[config.mk]
export PLATFORM = sky130hd
export DESIGN_NAME = clock_sysref_cal_ctrl
export DESIGN_NICKNAME = d
export VERILOG_FILES = /design/src/clkcal_pkg.sv /design/src/clock_sysref_cal_ctrl.sv /design/src/sample_clock_divider.sv
export SDC_FILE = /design/constraint.sdc
export NUM_CORES = 1
export LEC_CHECK = 0
export BUFFER_PORTS_ARGS = -buffer_cell sky130_fd_sc_hd__buf_2
export CAP_MARGIN = 20
export CORE_MARGIN = 8
export CORE_UTILIZATION = 25
export DETAILED_ROUTE_END_ITERATION = 7
export GPL_ROUTABILITY_DRIVEN = 0
export PLACE_DENSITY_LB_ADDON = 0.15
export SYNTH_ARGS = -nofsm -noshare
export SYNTH_HDL_FRONTEND = slang
export SYNTH_SLANG_ARGS = --single-unit
[constraint.sdc]
create_clock -name ref_clk -period 2.55 [get_ports ref_clk]
set_input_delay 0.255 -clock ref_clk [delete_from_list [all_inputs] [get_ports ref_clk]]
set_output_delay 0.255 -clock ref_clk [all_outputs]
set_load 0.1 [all_outputs]
[src/clkcal_pkg.sv]
// Shared constants and types for the sampling clock, alignment gate and calibration control.
// Assumes a 32-bit APB register bus and a single clock that is the device clock itself.
package clkcal_pkg;

  ////////////////////////////////////////////////////////////////////////////
  // Register byte offsets
  localparam logic [7:0] OFF_CTRL = 8'h00;
  localparam logic [7:0] OFF_DRIVER = 8'h04;
  localparam logic [7:0] OFF_LINK_STATUS = 8'h08;
  localparam logic [7:0] OFF_IRQ_STATUS = 8'h0c;
  localparam logic [7:0] OFF_IRQ_CLEAR = 8'h10;
  localparam logic [7:0] OFF_IRQ_ENABLE = 8'h14;

  ////////////////////////////////////////////////////////////////////////////
  // Field layouts
  // Control word: phase [8:5], power down [4], offset enable [3], gate enable [2], divide select [1:0]
  typedef struct packed {
    logic [3:0] phase;
    logic power_down;
    logic sysref_offset_en;
    logic sysref_gate_en;
    logic [1:0] clock_divide_factor;
  } ctrl_type;
  localparam int CTRL_W = 9;

  // Driver word: de-emphasis [5:3], swing [2:0]
  typedef struct packed {
    logic [2:0] deemphasis_setting;
    logic [2:0] driver_swing_setting;
  } driver_type;
  localparam int DRIVER_W = 6;

  localparam ctrl_type CTRL_RESET = 9'h000;
  localparam driver_type DRIVER_RESET = 6'h00;

  // Link status word bits
  localparam int STS_CAL_DONE = 0;
  localparam int STS_CAL_BUSY = 1;
  localparam int STS_PWRUP_WAIT = 2;
  localparam int STS_W = 3;

  // Interrupt bits, same layout in status, clear and enable
  localparam int IRQ_CAL_DONE = 0;
  localparam int IRQ_SYSREF = 1;
  localparam int IRQ_REINIT = 2;
  localparam int IRQ_W = 3;
  localparam logic [IRQ_W-1:0] IRQ_RESET = 3'h0;

  ////////////////////////////////////////////////////////////////////////////
  // Timing, in sampling clock cycles
  localparam int CNT_W = 24;
  localparam logic [CNT_W-1:0] POWERUP_CYCLES_DEF = 24'h802c80; // 8.4e6
  localparam logic [CNT_W-1:0] CAL_CYCLES_DEF = 24'h1e8480; // 2.0e6
  localparam int DIV_CNT_W = 3;

  typedef enum logic [3:0] {
    ST_WAIT_SUPPLY,
    ST_POWERUP,
    ST_CAL,
    ST_DONE,
    ST_PWRDN
  } cal_state_type;

  // Divide select 0..3 gives factor 1, 2, 4, 8
  function automatic logic [3:0] factor_of(input logic [1:0] sel);
    factor_of = 4'h1 << sel;
  endfunction

endpackage

[src/clock_sysref_cal_ctrl.sv]
// Clock divider control, gated SYSREF alignment and core calibration sequencing behind APB.
// Assumes ref_clk is the device clock; sysref_in and supplies_valid_in are asynchronous pins.
//
// Overview of operation
// - Sampling clock is the device clock divided by 1, 2, 4 or 8.
// - Any change of divide factor starts a full serial link re-initialisation.
// - SYSREF reaches internal logic only through the gate; closed gate changes nothing.
// - Gate is closed after reset until the host opens it.
// - SYSREF offset and gate enable are host-written configuration bits.
// - Coarse phase moves in half device clock steps, twice the factor steps total.
// - One coarse phase setting serves both channels.
// - Phase changes leave frame clocks, link status and output data undisturbed.
// - Phase change shifts sample-to-frame latency by exactly that change.
// - Each accepted SYSREF event realigns the sampling clock phase.
// - Eight swing and eight de-emphasis levels, each in its own field.
// - After supplies and clock are valid, wait fixed sampling cycles, then self-calibrate.
// - A calibration run lasts about two million sampling cycles.
`timescale 1ns/1ns
module clock_sysref_cal_ctrl
  import clkcal_pkg::*;
#(
  parameter logic [CNT_W-1:0] POWERUP_CYCLES = POWERUP_CYCLES_DEF,
  parameter logic [CNT_W-1:0] CAL_CYCLES = CAL_CYCLES_DEF
)
(
  input wire logic ref_clk,
  input wire logic rst,
  input wire logic psel,
  input wire logic penable,
  input wire logic pwrite,
  input wire logic [7:0] paddr,
  input wire logic [31:0] pwdata,
  output logic [31:0] prdata,
  output logic pready,
  output logic pslverr,
  input wire logic sysref_in,
  input wire logic supplies_valid_in,
  output logic sysref_offset_en,
  output logic [2:0] driver_swing_setting,
  output logic [2:0] deemphasis_setting,
  output logic link_reinit,
  output logic sample_tick,
  output logic sample_half,
  output logic frame_tick,
  output logic sysref_aligned,
  output logic cal_done,
  output logic irq
);

  localparam int NPIN = 2;
  localparam int PIN_SYSREF = 0;
  localparam int PIN_SUPPLY = 1;

  logic [NPIN-1:0] pin_in;
  logic [NPIN-1:0] s1_r, s2_r, s3_r, lvl_r;
  logic sysref_prev_r;
  logic sysref_edge;
  logic accepted;

  ctrl_type ctrl_r, ctrl_nxt;
  driver_type drv_r, drv_nxt;
  logic [IRQ_W-1:0] ists_r, ists_nxt;
  logic [IRQ_W-1:0] ien_r, ien_nxt;
  logic [IRQ_W-1:0] events;
  logic [IRQ_W-1:0] clr_mask;
  logic [31:0] prdata_r, prdata_nxt;
  logic reinit_r, reinit_nxt;
  logic aligned_r;
  logic wr_access;
  logic rd_setup;

  cal_state_type state_r, state_nxt;
  logic [CNT_W-1:0] cnt_r, cnt_nxt;
  logic cal_done_r, cal_done_nxt;
  logic cal_finish;
  logic [STS_W-1:0] link_status_word;

  // Offsets that answer; everything else is an error
  function automatic logic addr_ok(input logic [7:0] a);
    addr_ok = (a == OFF_CTRL) || (a == OFF_DRIVER) || (a == OFF_LINK_STATUS) ||
              (a == OFF_IRQ_STATUS) || (a == OFF_IRQ_CLEAR) || (a == OFF_IRQ_ENABLE);
  endfunction

  ////////////////////////////////////////////////////////////////////////////
  // Pin synchronisers; a level counts once the second and third stages agree
  assign pin_in = {supplies_valid_in, sysref_in};

  genvar gi;
  generate
    for (gi = 0; gi < NPIN; gi++) begin : g_sync
      always_ff @(posedge ref_clk or posedge rst) begin
        if (rst) begin
          s1_r[gi] <= 1'b0;
          s2_r[gi] <= 1'b0;
          s3_r[gi] <= 1'b0;
          lvl_r[gi] <= 1'b0;
        end else begin
          s1_r[gi] <= pin_in[gi];
          s2_r[gi] <= s1_r[gi];
          s3_r[gi] <= s2_r[gi];
          if (s2_r[gi] == s3_r[gi]) begin
            lvl_r[gi] <= s3_r[gi];
          end
        end
      end
    end
  endgenerate

  ////////////////////////////////////////////////////////////////////////////
  // Detection gate: an AND in front of the alignment logic
  assign sysref_edge = lvl_r[PIN_SYSREF] & ~sysref_prev_r;
  assign accepted = sysref_edge & ctrl_r.sysref_gate_en;

  always_ff @(posedge ref_clk or posedge rst) begin
    if (rst) begin
      sysref_prev_r <= 1'b0;
      aligned_r <= 1'b0;
    end else begin
      sysref_prev_r <= lvl_r[PIN_SYSREF];
      aligned_r <= accepted;
    end
  end

  ////////////////////////////////////////////////////////////////////////////
  // Divider and phase placement
  sample_clock_divider u_div (
    .ref_clk(ref_clk),
    .rst(rst),
    .div_sel(ctrl_r.clock_divide_factor),
    .phase(ctrl_r.phase),
    .realign(accepted),
    .sample_tick(sample_tick),
    .sample_half(sample_half),
    .frame_tick(frame_tick)
  );

  ////////////////////////////////////////////////////////////////////////////
  // APB register file; writes land in the access phase, read data is caught in setup
  assign wr_access = psel & penable & pwrite;
  assign rd_setup = psel & ~penable & ~pwrite;
  assign events = {reinit_r, accepted, cal_finish};
  assign link_status_word = {state_r == ST_POWERUP, state_r == ST_CAL, cal_done_r};

  always_comb begin
    ctrl_nxt = ctrl_r;
    drv_nxt = drv_r;
    ien_nxt = ien_r;
    clr_mask = '0;
    reinit_nxt = 1'b0;
    prdata_nxt = prdata_r;
    if (wr_access) begin
      case (paddr)
        OFF_CTRL: begin
          ctrl_nxt = ctrl_type'(pwdata[CTRL_W-1:0]);
          // Only a real change of factor restarts the link
          reinit_nxt = (ctrl_nxt.clock_divide_factor != ctrl_r.clock_divide_factor);
        end
        OFF_DRIVER: begin
          drv_nxt = driver_type'(pwdata[DRIVER_W-1:0]);
        end
        OFF_IRQ_CLEAR: begin
          clr_mask = pwdata[IRQ_W-1:0];
        end
        OFF_IRQ_ENABLE: begin
          ien_nxt = pwdata[IRQ_W-1:0];
        end
        default: begin
        end
      endcase
    end
    // Set wins over clear so no event is lost
    ists_nxt = (ists_r & ~clr_mask) | events;
    if (rd_setup) begin
      case (paddr)
        OFF_CTRL: prdata_nxt = {{(32-CTRL_W){1'b0}}, ctrl_r};
        OFF_DRIVER: prdata_nxt = {{(32-DRIVER_W){1'b0}}, drv_r};
        OFF_LINK_STATUS: prdata_nxt = {{(32-STS_W){1'b0}}, link_status_word};
        OFF_IRQ_STATUS: prdata_nxt = {{(32-IRQ_W){1'b0}}, ists_r};
        OFF_IRQ_ENABLE: prdata_nxt = {{(32-IRQ_W){1'b0}}, ien_r};
        default: prdata_nxt = 32'h0000_0000;
      endcase
    end
  end

  always_ff @(posedge ref_clk or posedge rst) begin
    if (rst) begin
      ctrl_r <= CTRL_RESET;
      drv_r <= DRIVER_RESET;
      ists_r <= IRQ_RESET;
      ien_r <= IRQ_RESET;
      reinit_r <= 1'b0;
      prdata_r <= 32'h0000_0000;
    end else begin
      ctrl_r <= ctrl_nxt;
      drv_r <= drv_nxt;
      ists_r <= ists_nxt;
      ien_r <= ien_nxt;
      reinit_r <= reinit_nxt;
      prdata_r <= prdata_nxt;
    end
  end

  // Zero wait states; unmapped offsets answer with an error
  assign pready = 1'b1;
  assign pslverr = psel & penable & ~addr_ok(paddr);
  assign prdata = prdata_r;
  assign sysref_offset_en = ctrl_r.sysref_offset_en;
  assign driver_swing_setting = drv_r.driver_swing_setting;
  assign deemphasis_setting = drv_r.deemphasis_setting;
  assign link_reinit = reinit_r;
  assign sysref_aligned = aligned_r;
  assign irq = |(ists_r & ien_r);

  ////////////////////////////////////////////////////////////////////////////
  // Calibration sequencer, counting sampling cycles
  assign cal_finish = (state_r == ST_CAL) && sample_tick && (cnt_r == CAL_CYCLES - 24'h1);

  always_comb begin
    state_nxt = state_r;
    cnt_nxt = cnt_r;
    case (state_r)
      ST_WAIT_SUPPLY: begin
        if (lvl_r[PIN_SUPPLY]) begin
          state_nxt = ST_POWERUP;
          cnt_nxt = '0;
        end
      end
      ST_POWERUP: begin
        if (sample_tick) begin
          if (cnt_r == POWERUP_CYCLES - 24'h1) begin
            state_nxt = ST_CAL;
            cnt_nxt = '0;
          end else begin
            cnt_nxt = cnt_r + 24'h1;
          end
        end
      end
      ST_CAL: begin
        if (sample_tick) begin
          if (cal_finish) begin
            state_nxt = ST_DONE;
          end else begin
            cnt_nxt = cnt_r + 24'h1;
          end
        end
      end
      ST_DONE: begin
      end
      ST_PWRDN: begin
        // Leaving power down starts a manual calibration
        if (!ctrl_r.power_down) begin
          state_nxt = ST_CAL;
          cnt_nxt = '0;
        end
      end
      default: begin
        state_nxt = ST_WAIT_SUPPLY;
      end
    endcase
    // Power down overrides any run; a partial calibration is abandoned
    if (ctrl_r.power_down) begin
      state_nxt = ST_PWRDN;
    end
    cal_done_nxt = (state_nxt == ST_DONE);
  end

  always_ff @(posedge ref_clk or posedge rst) begin
    if (rst) begin
      state_r <= ST_WAIT_SUPPLY;
      cnt_r <= '0;
      cal_done_r <= 1'b0;
    end else begin
      state_r <= state_nxt;
      cnt_r <= cnt_nxt;
      cal_done_r <= cal_done_nxt;
    end
  end

  assign cal_done = cal_done_r;
endmodule

[src/sample_clock_divider.sv]
// Divides the device clock to the sampling rate and places the sampling strobe by the coarse phase.
// Assumes ref_clk is the device clock and realign is a one-cycle pulse from the same domain.
`timescale 1ns/1ns
module sample_clock_divider
  import clkcal_pkg::*;
(
  input wire logic ref_clk,
  input wire logic rst,
  input wire logic [1:0] div_sel,
  input wire logic [3:0] phase,
  input wire logic realign,
  output logic sample_tick,
  output logic sample_half,
  output logic frame_tick
);

  logic [DIV_CNT_W-1:0] cnt_r, cnt_nxt;
  logic tick_r, tick_nxt;
  logic half_r, half_nxt;
  logic frame_r, frame_nxt;
  logic [3:0] factor;
  logic [3:0] mask;
  logic [3:0] eff_phase;

  ////////////////////////////////////////////////////////////////////////////
  // Next values of the divider and its strobes
  always_comb begin
    factor = factor_of(div_sel);
    mask = 4'((factor << 1) - 4'h1); // Wraps to all ones for factor 8
    eff_phase = phase & mask;
    if (realign) begin
      cnt_nxt = '0;
    end else if ({1'b0, cnt_r} >= factor - 4'h1) begin
      cnt_nxt = '0;
    end else begin
      cnt_nxt = cnt_r + 3'h1;
    end
    // One strobe feeds both channels
    tick_nxt = (cnt_r == eff_phase[3:1]);
    half_nxt = eff_phase[0];
    // Frame timing ignores phase; samples are retimed onto it
    frame_nxt = (cnt_r == '0);
  end

  always_ff @(posedge ref_clk or posedge rst) begin
    if (rst) begin
      cnt_r <= '0;
      tick_r <= 1'b0;
      half_r <= 1'b0;
      frame_r <= 1'b0;
    end else begin
      cnt_r <= cnt_nxt;
      tick_r <= tick_nxt;
      half_r <= half_nxt;
      frame_r <= frame_nxt;
    end
  end

  assign sample_tick = tick_r;
  assign sample_half = half_r;
  assign frame_tick = frame_r;
endmodule

## Word-level counts from Yosys, hierarchy flattened

Cells that the tools add are included.
Widths: inputs -> output; s select.

| storage, ports and cells | value |
|---|---|
| register bits | 99 |
| bits in latches | 0 |
| RAM bits | 0 |
| memory bits (read-only) | 0 |
| bits of input ports | 47 |
| output and inout bits | 48 |
| logic and storage cells | 108 |
| memories kept | 0 |

| cells by class | value |
|---|---|
| $add $sub $neg | 4 |
| $mul | 0 |
| divide/modulo/power cells | 0 |
| magnitude comparators | 1 |
| equal/unequal tests | 21 |
| shift operators | 1 |
| multiplexer cells | 21 |
| bitwise operators | 16 |
| reduce and logical (&&, ||, !) cells | 16 |

Operator list:

| cell | number |
|---|---|
| $mux 24 | 6 |
| $pmux 24 s4 | 1 |
| $pmux 9 s5 | 1 |
| $add 24x1->24 const B | 1 |
| $eq 24x21->1 const B | 1 |
| $eq 24x24->1 const B | 1 |
| $mux 4 | 6 |
| $pmux 4 s5 | 1 |
| $eq 8x4->1 const B | 2 |
| $eq 8x5->1 const B | 2 |
| $eq 4x2->1 const B | 3 |
| $mux 3 | 4 |
| $eq 8x3->1 const B | 1 |
| $logic_not 8->1 | 1 |
| $sub 4x1->4 const B | 2 |
| $and 1x1->1 | 7 |
| $and 3x3->3 | 2 |
| $ne 2x2->1 const B | 3 |
| $reduce_and 2->1 | 3 |
| $reduce_and 6->1 | 1 |
| $logic_or 1x1->1 | 5 |
| $and 4x4->4 | 1 |
| $eq 4x1->1 const B | 1 |
| $eq 4x3->1 const B | 1 |
| 16 further kinds | 23 |

## Depth between registers and ports, before layout

| depth | value |
|---|---|
| depth after elaboration | 8 |
| gate-level depth with buffers | 9 |
| mapped depth without buffers | 6 |

## Modules after synthesis

From an unflattened synthesis, not the netlist that was laid out.

| second synthesis, totals | value |
|---|---|
| cell total of the unflattened synthesis | 390 |
| area total of the unflattened synthesis | 3962.6 um^2 |

By module, submodules not included:

| module | instances | cells an instance | area an instance (um^2) | seq. area each (um^2) |
|---|---|---|---|---|
| clock_sysref_cal_ctrl | 1 | 355 | 3588.4 | 1751.7 |
| sample_clock_divider | 1 | 35 | 374.1 | 150.1 |

## Worst setup path before layout

No wires, ideal clock.

| timing path | value |
|---|---|
| kind | input to output |
| start point | in paddr[5] |
| end point | out pslverr |
| data arrival time | 2.781 ns |
| required time | 2.295 ns |
| path slack | -0.486 ns |
| stages | 2 |
| buffers on the path | 0 |
| cells stage by stage | nor3_1 a311oi_1 |

| between the ends | value |
|---|---|
| longest elaborated chain between the ends | 8 |
| elaborated cells between the ends (all ways) | 13 |
| those cells by class | eq/ne (5); bitwise (2); reduce/logical (6) |

Ends and longest elaborated chain:

| what | RTL line | RTL |
|---|---|---|
| from (decl) | clock_sysref_cal_ctrl.sv:31 | `input wire logic [7:0] paddr,` |
| $eq 8x3->1 / $logic_not 8->1 (equally long branches) | clock_sysref_cal_ctrl.sv:80 | `addr_ok = (a == OFF_CTRL) \|\| (a == OFF_DRIVER) \|\| (a == OFF_LINK_STATUS) \|\|` |
| $logic_or 1x1->1 (3 in a row) | clock_sysref_cal_ctrl.sv:80 |  |
| $logic_or 1x1->1 | clock_sysref_cal_ctrl.sv:81 | `(a == OFF_IRQ_STATUS) \|\| (a == OFF_IRQ_CLEAR) \|\| (a == OFF_IRQ_ENABLE);` |
| $logic_or 1x1->1 (*) | clock_sysref_cal_ctrl.sv:81 |  |
| $not 1->1 (*) | clock_sysref_cal_ctrl.sv:205 | `assign pslverr = psel & penable & ~addr_ok(paddr);` |
| $and 1x1->1 (*) | clock_sysref_cal_ctrl.sv:205 |  |
| to (decl) | clock_sysref_cal_ctrl.sv:35 | `output logic pslverr,` |

Every way passes the cells marked *; elsewhere a longest branch is shown, timed or not.

## Worst setup path in the final report

| timing path | value |
|---|---|
| start point | reg cnt_r[17] |
| end point | reg cnt_r[10] |

| between the ends | value |
|---|---|
| longest elaborated chain between the ends | 4 |
| elaborated cells between the ends (all ways) | 8 |
| those cells by class | eq/ne (3); mux (3); reduce/logical (2) |

Ends and longest elaborated chain:

| what | RTL line | RTL |
|---|---|---|
| from (decl) | clock_sysref_cal_ctrl.sv:73 | `logic [CNT_W-1:0] cnt_r, cnt_nxt;` |
| from (signal assigned) | clock_sysref_cal_ctrl.sv:274 | `cnt_r <= cnt_nxt;` |
| $eq 24x24->1 / $eq 24x21->1 (equally long branches) | clock_sysref_cal_ctrl.sv:230, clock_sysref_cal_ctrl.sv:216 |  |
| $mux 24 / $logic_and 1x1->1 (equally long branches) | clock_sysref_cal_ctrl.sv:230, clock_sysref_cal_ctrl.sv:216 |  |
| $mux 24 / $ne 2x2->1 (equally long branches) | -- |  |
| $pmux 24 s4 / $reduce_and 6->1 (equally long branches) | -- |  |

Parallel ways exist; a longest one is shown, timed or not. The select of a mux whose other input is x is not followed.
A chain may end at the register's enable or synchronous reset.

==> out/metrics.cfg <==
[setup_path]
r2r_slack_ns=0.28
setup.worst_path.start=cnt_r[17]
slowest_stage=or4_4
cp_data_required_time_ns=2.78
r2r_end=cnt_r[10]
start_kind=flip-flop
criticalPathCategory=flip-flop to flip-flop
worstRegToRegCells=5
cp_cell_sequence=or4_4 > nor4_4 > a21oi_4 > and3_1 > a22o_1
endpoint=cnt_r[10]
arrival_ns=2.49
rr_startpoint=cnt_r[17]
path_depth=5
end_kind=flip-flop
worst-path-buf-inv=0
crit_fanout=15
cp_top_family=simple AND/OR/NAND/NOR gates
critPathMaxStageDelay_ns=0.59

[logic_synthesis]
synthCells=410
ys_warn_count=0
synthTopCellsByArea=dfrtp_1, mux2_2, buf_4
synth_ff_type=dfrtp_1
synth_top_family_by_area=simple AND/OR/NAND/NOR gates
synth_edf_count=0
synth_xor_area_frac=0.0106
ys_seq_elements=76
yosys.area_share.simple=0.205
netlist_area_mm2=0.00411
async_flop_share=1.00
avgSynthCellArea_um2=10.0
synth_top_area_share=0.462
synthMuxAreaShare=0.0666
yosysTopAreaCell=dfrtp_1
synth.distinct_cells=55
yosysSeqAreaShare=0.462
synth_compound_area_frac=0.144
synthAdderAreaFrac=0.0231

[cells_and_area]
area_growth_pct=18.4
fin_util=0.298
num_antenna_cells=0
drive_gt1_frac=0.220
layout.nets=516
layoutNonFillerInstCount=688
nFillCells=1790

[placed_design]
dp_hpwl_mm=7.97
portBuffers=47
dp.cells=671
dp_slack_ns=0.0862

[floorplanning]
core_mm2=0.0163
rows=47
io_pins=95
fp.dieH_um=144
die_area_mm2=0.0208
start_util=0.252
die_w_um=144

[global_route]
grt_pass1_wl_mm=18.3
overflow=0
grt_max_degree=44
grt_pass1_vias=3391
antenna_found_initial=0
grtUsageTotal=0.113

[drt]
drt_iter0_drc=174
drtAntennaViolNets=0
drc=0
via_count=3276
drtPass1Iterations=4
viasPerCell=4.76
drt_wl_total_mm=11.1
wl_per_cell_um=16.1

[timing]
fin_skew_ns=0.00614
fin_crit_ns=2.27
rsz0062_at_grt=false
fin_ws_ns=0.284
setup_tns_ns=0
fmax_mhz=441
hold_viol=0
max-slew-margin-rel=0.578
finalCritPeriodShare=0.889
setup_viol=0
worst-slew-pin-transition_ns=0.632
final_max_slew_viol_count=0

[status]
status=finished, final reports clean

[cts]
clk_path_buf_depth=2
htree_levels=3
cts_made_buffers=9
root_buffer=clkbuf_16
post_cts_buffers=0
cts_tree=built
numClockSinks=76
clk_latency_ns=0.34
path_clk_slew_ns=0.06

[hold_path]
whs_path_depth=1
hold_class=primary input to flip-flop

[power]
power_mw=2.99
p_leak_nw=2.13
power_density_mw_per_mm2=613
max-vdd-ir-drop_v=0.000313

[run]
maxCapViolCount=0

-- repair_timing --
item                                    in CTS  in global routing
endpoints found under the setup margin       0                  5
gates resized for setup                      0                  1
hold buffers                                 1                  0
endpoints found under the hold margin       33                  0
-- power by group --
| part | internal [mW] | total (mW) | switching (mW) |
|---|---|---|---|
| logic | 0.0829 | 0.451 | 0.368 |
| registers | 1.24 | 1.27 | 0.0269 |
| clock network | 0.756 | 1.27 | 0.514 |
-- per-stage QoR --
stage          cell area, um2  hold slack, ns
3_3_place_gp             4560           0.333
4_1_cts                  4860         0.00831
3_5_place_dp             4560           0.336
6_report                 4870          0.0254
2_1_floorplan            4210           0.286
5_1_grt                  4870          0.0109
-- registers in the layout (all words and copies together) (netlist names), 2 cells and up --
name and count:
cnt_r 24, prdata 9, ctrl_r 8, state_r 4, deemphasis_setting 3, driver_swing_setting 3, ien_r 3, ists_r 3
u_div.cnt_r 3, lvl_r 2, s1_r 2, s2_r 2, s3_r 2
-- routing by layer --
layer,vias to the layer above,global-route usage,part of all wire
met1,1632,0.138,0.46
met4,0,0.0400,0.015
li1,1572,-,-
met3,13,0.0281,0.041
met5,-,0,0
met2,59,0.190,0.49
-- cell usage in the layout, fill, tap and decap left out, drive strengths merged, types with 9 or more instances in the layout --
cell    count
nand4      12
a211oi     21
mux2       19
nor3       10
nand3      18
nand2      35
conb       25
o21ai      12
inv        21
buf        59
clkbuf     10
nor2       23
and3        9
dfrtp      76
-- layout make-up --
class	count	area, um2	share of cell area
clock inverter	6	65.1	0.0134
timing repair buffer	60	360	0.0740
clock buffer	10	229	0.0470
multi-input combinational	294	1960	0.401
inverter	22	83.8	0.0172
tap	220	275	0.0565
sequential	76	1900	0.390
-- cells by family after synthesis --
family / Yosys count
AO/OA/AOI/OAI: 80
XOR/XNOR: 5
adder cells (fa/ha/maj): 8
buffers and inverters: 63
flip-flops: 76
multiplexers: 25
other: 2
AND/OR/NAND/NOR: 151
-- synthesized netlist by cell type, types with 7 or more instances --
cell	n
dfrtp_1	76
nand2_1	35
buf_4	24
nor2_1	23
inv_1	22
a211oi_1	21
mux2_2	19
nand3_1	18
nand4_1	12
nor3_1	10
and3_1	9
clkbuf_1	9
a22o_1	8
and4_1	8
o21ai_0	8
o2bb2ai_1	7
-- worst min-delay path by stage --
stage	start	end	slack (ns)
after floorplan	sysref_in	s1_r[0]	0.29
after global placement	s1_r[0]	s2_r[0]	0.33
after detailed placement	s1_r[0]	s2_r[0]	0.34
after CTS	supplies_valid_in	s1_r[1]	0.008
after global routing	supplies_valid_in	s1_r[1]	0.01
final	supplies_valid_in	s1_r[1]	0.03
(Power assumes the default switching activity.)
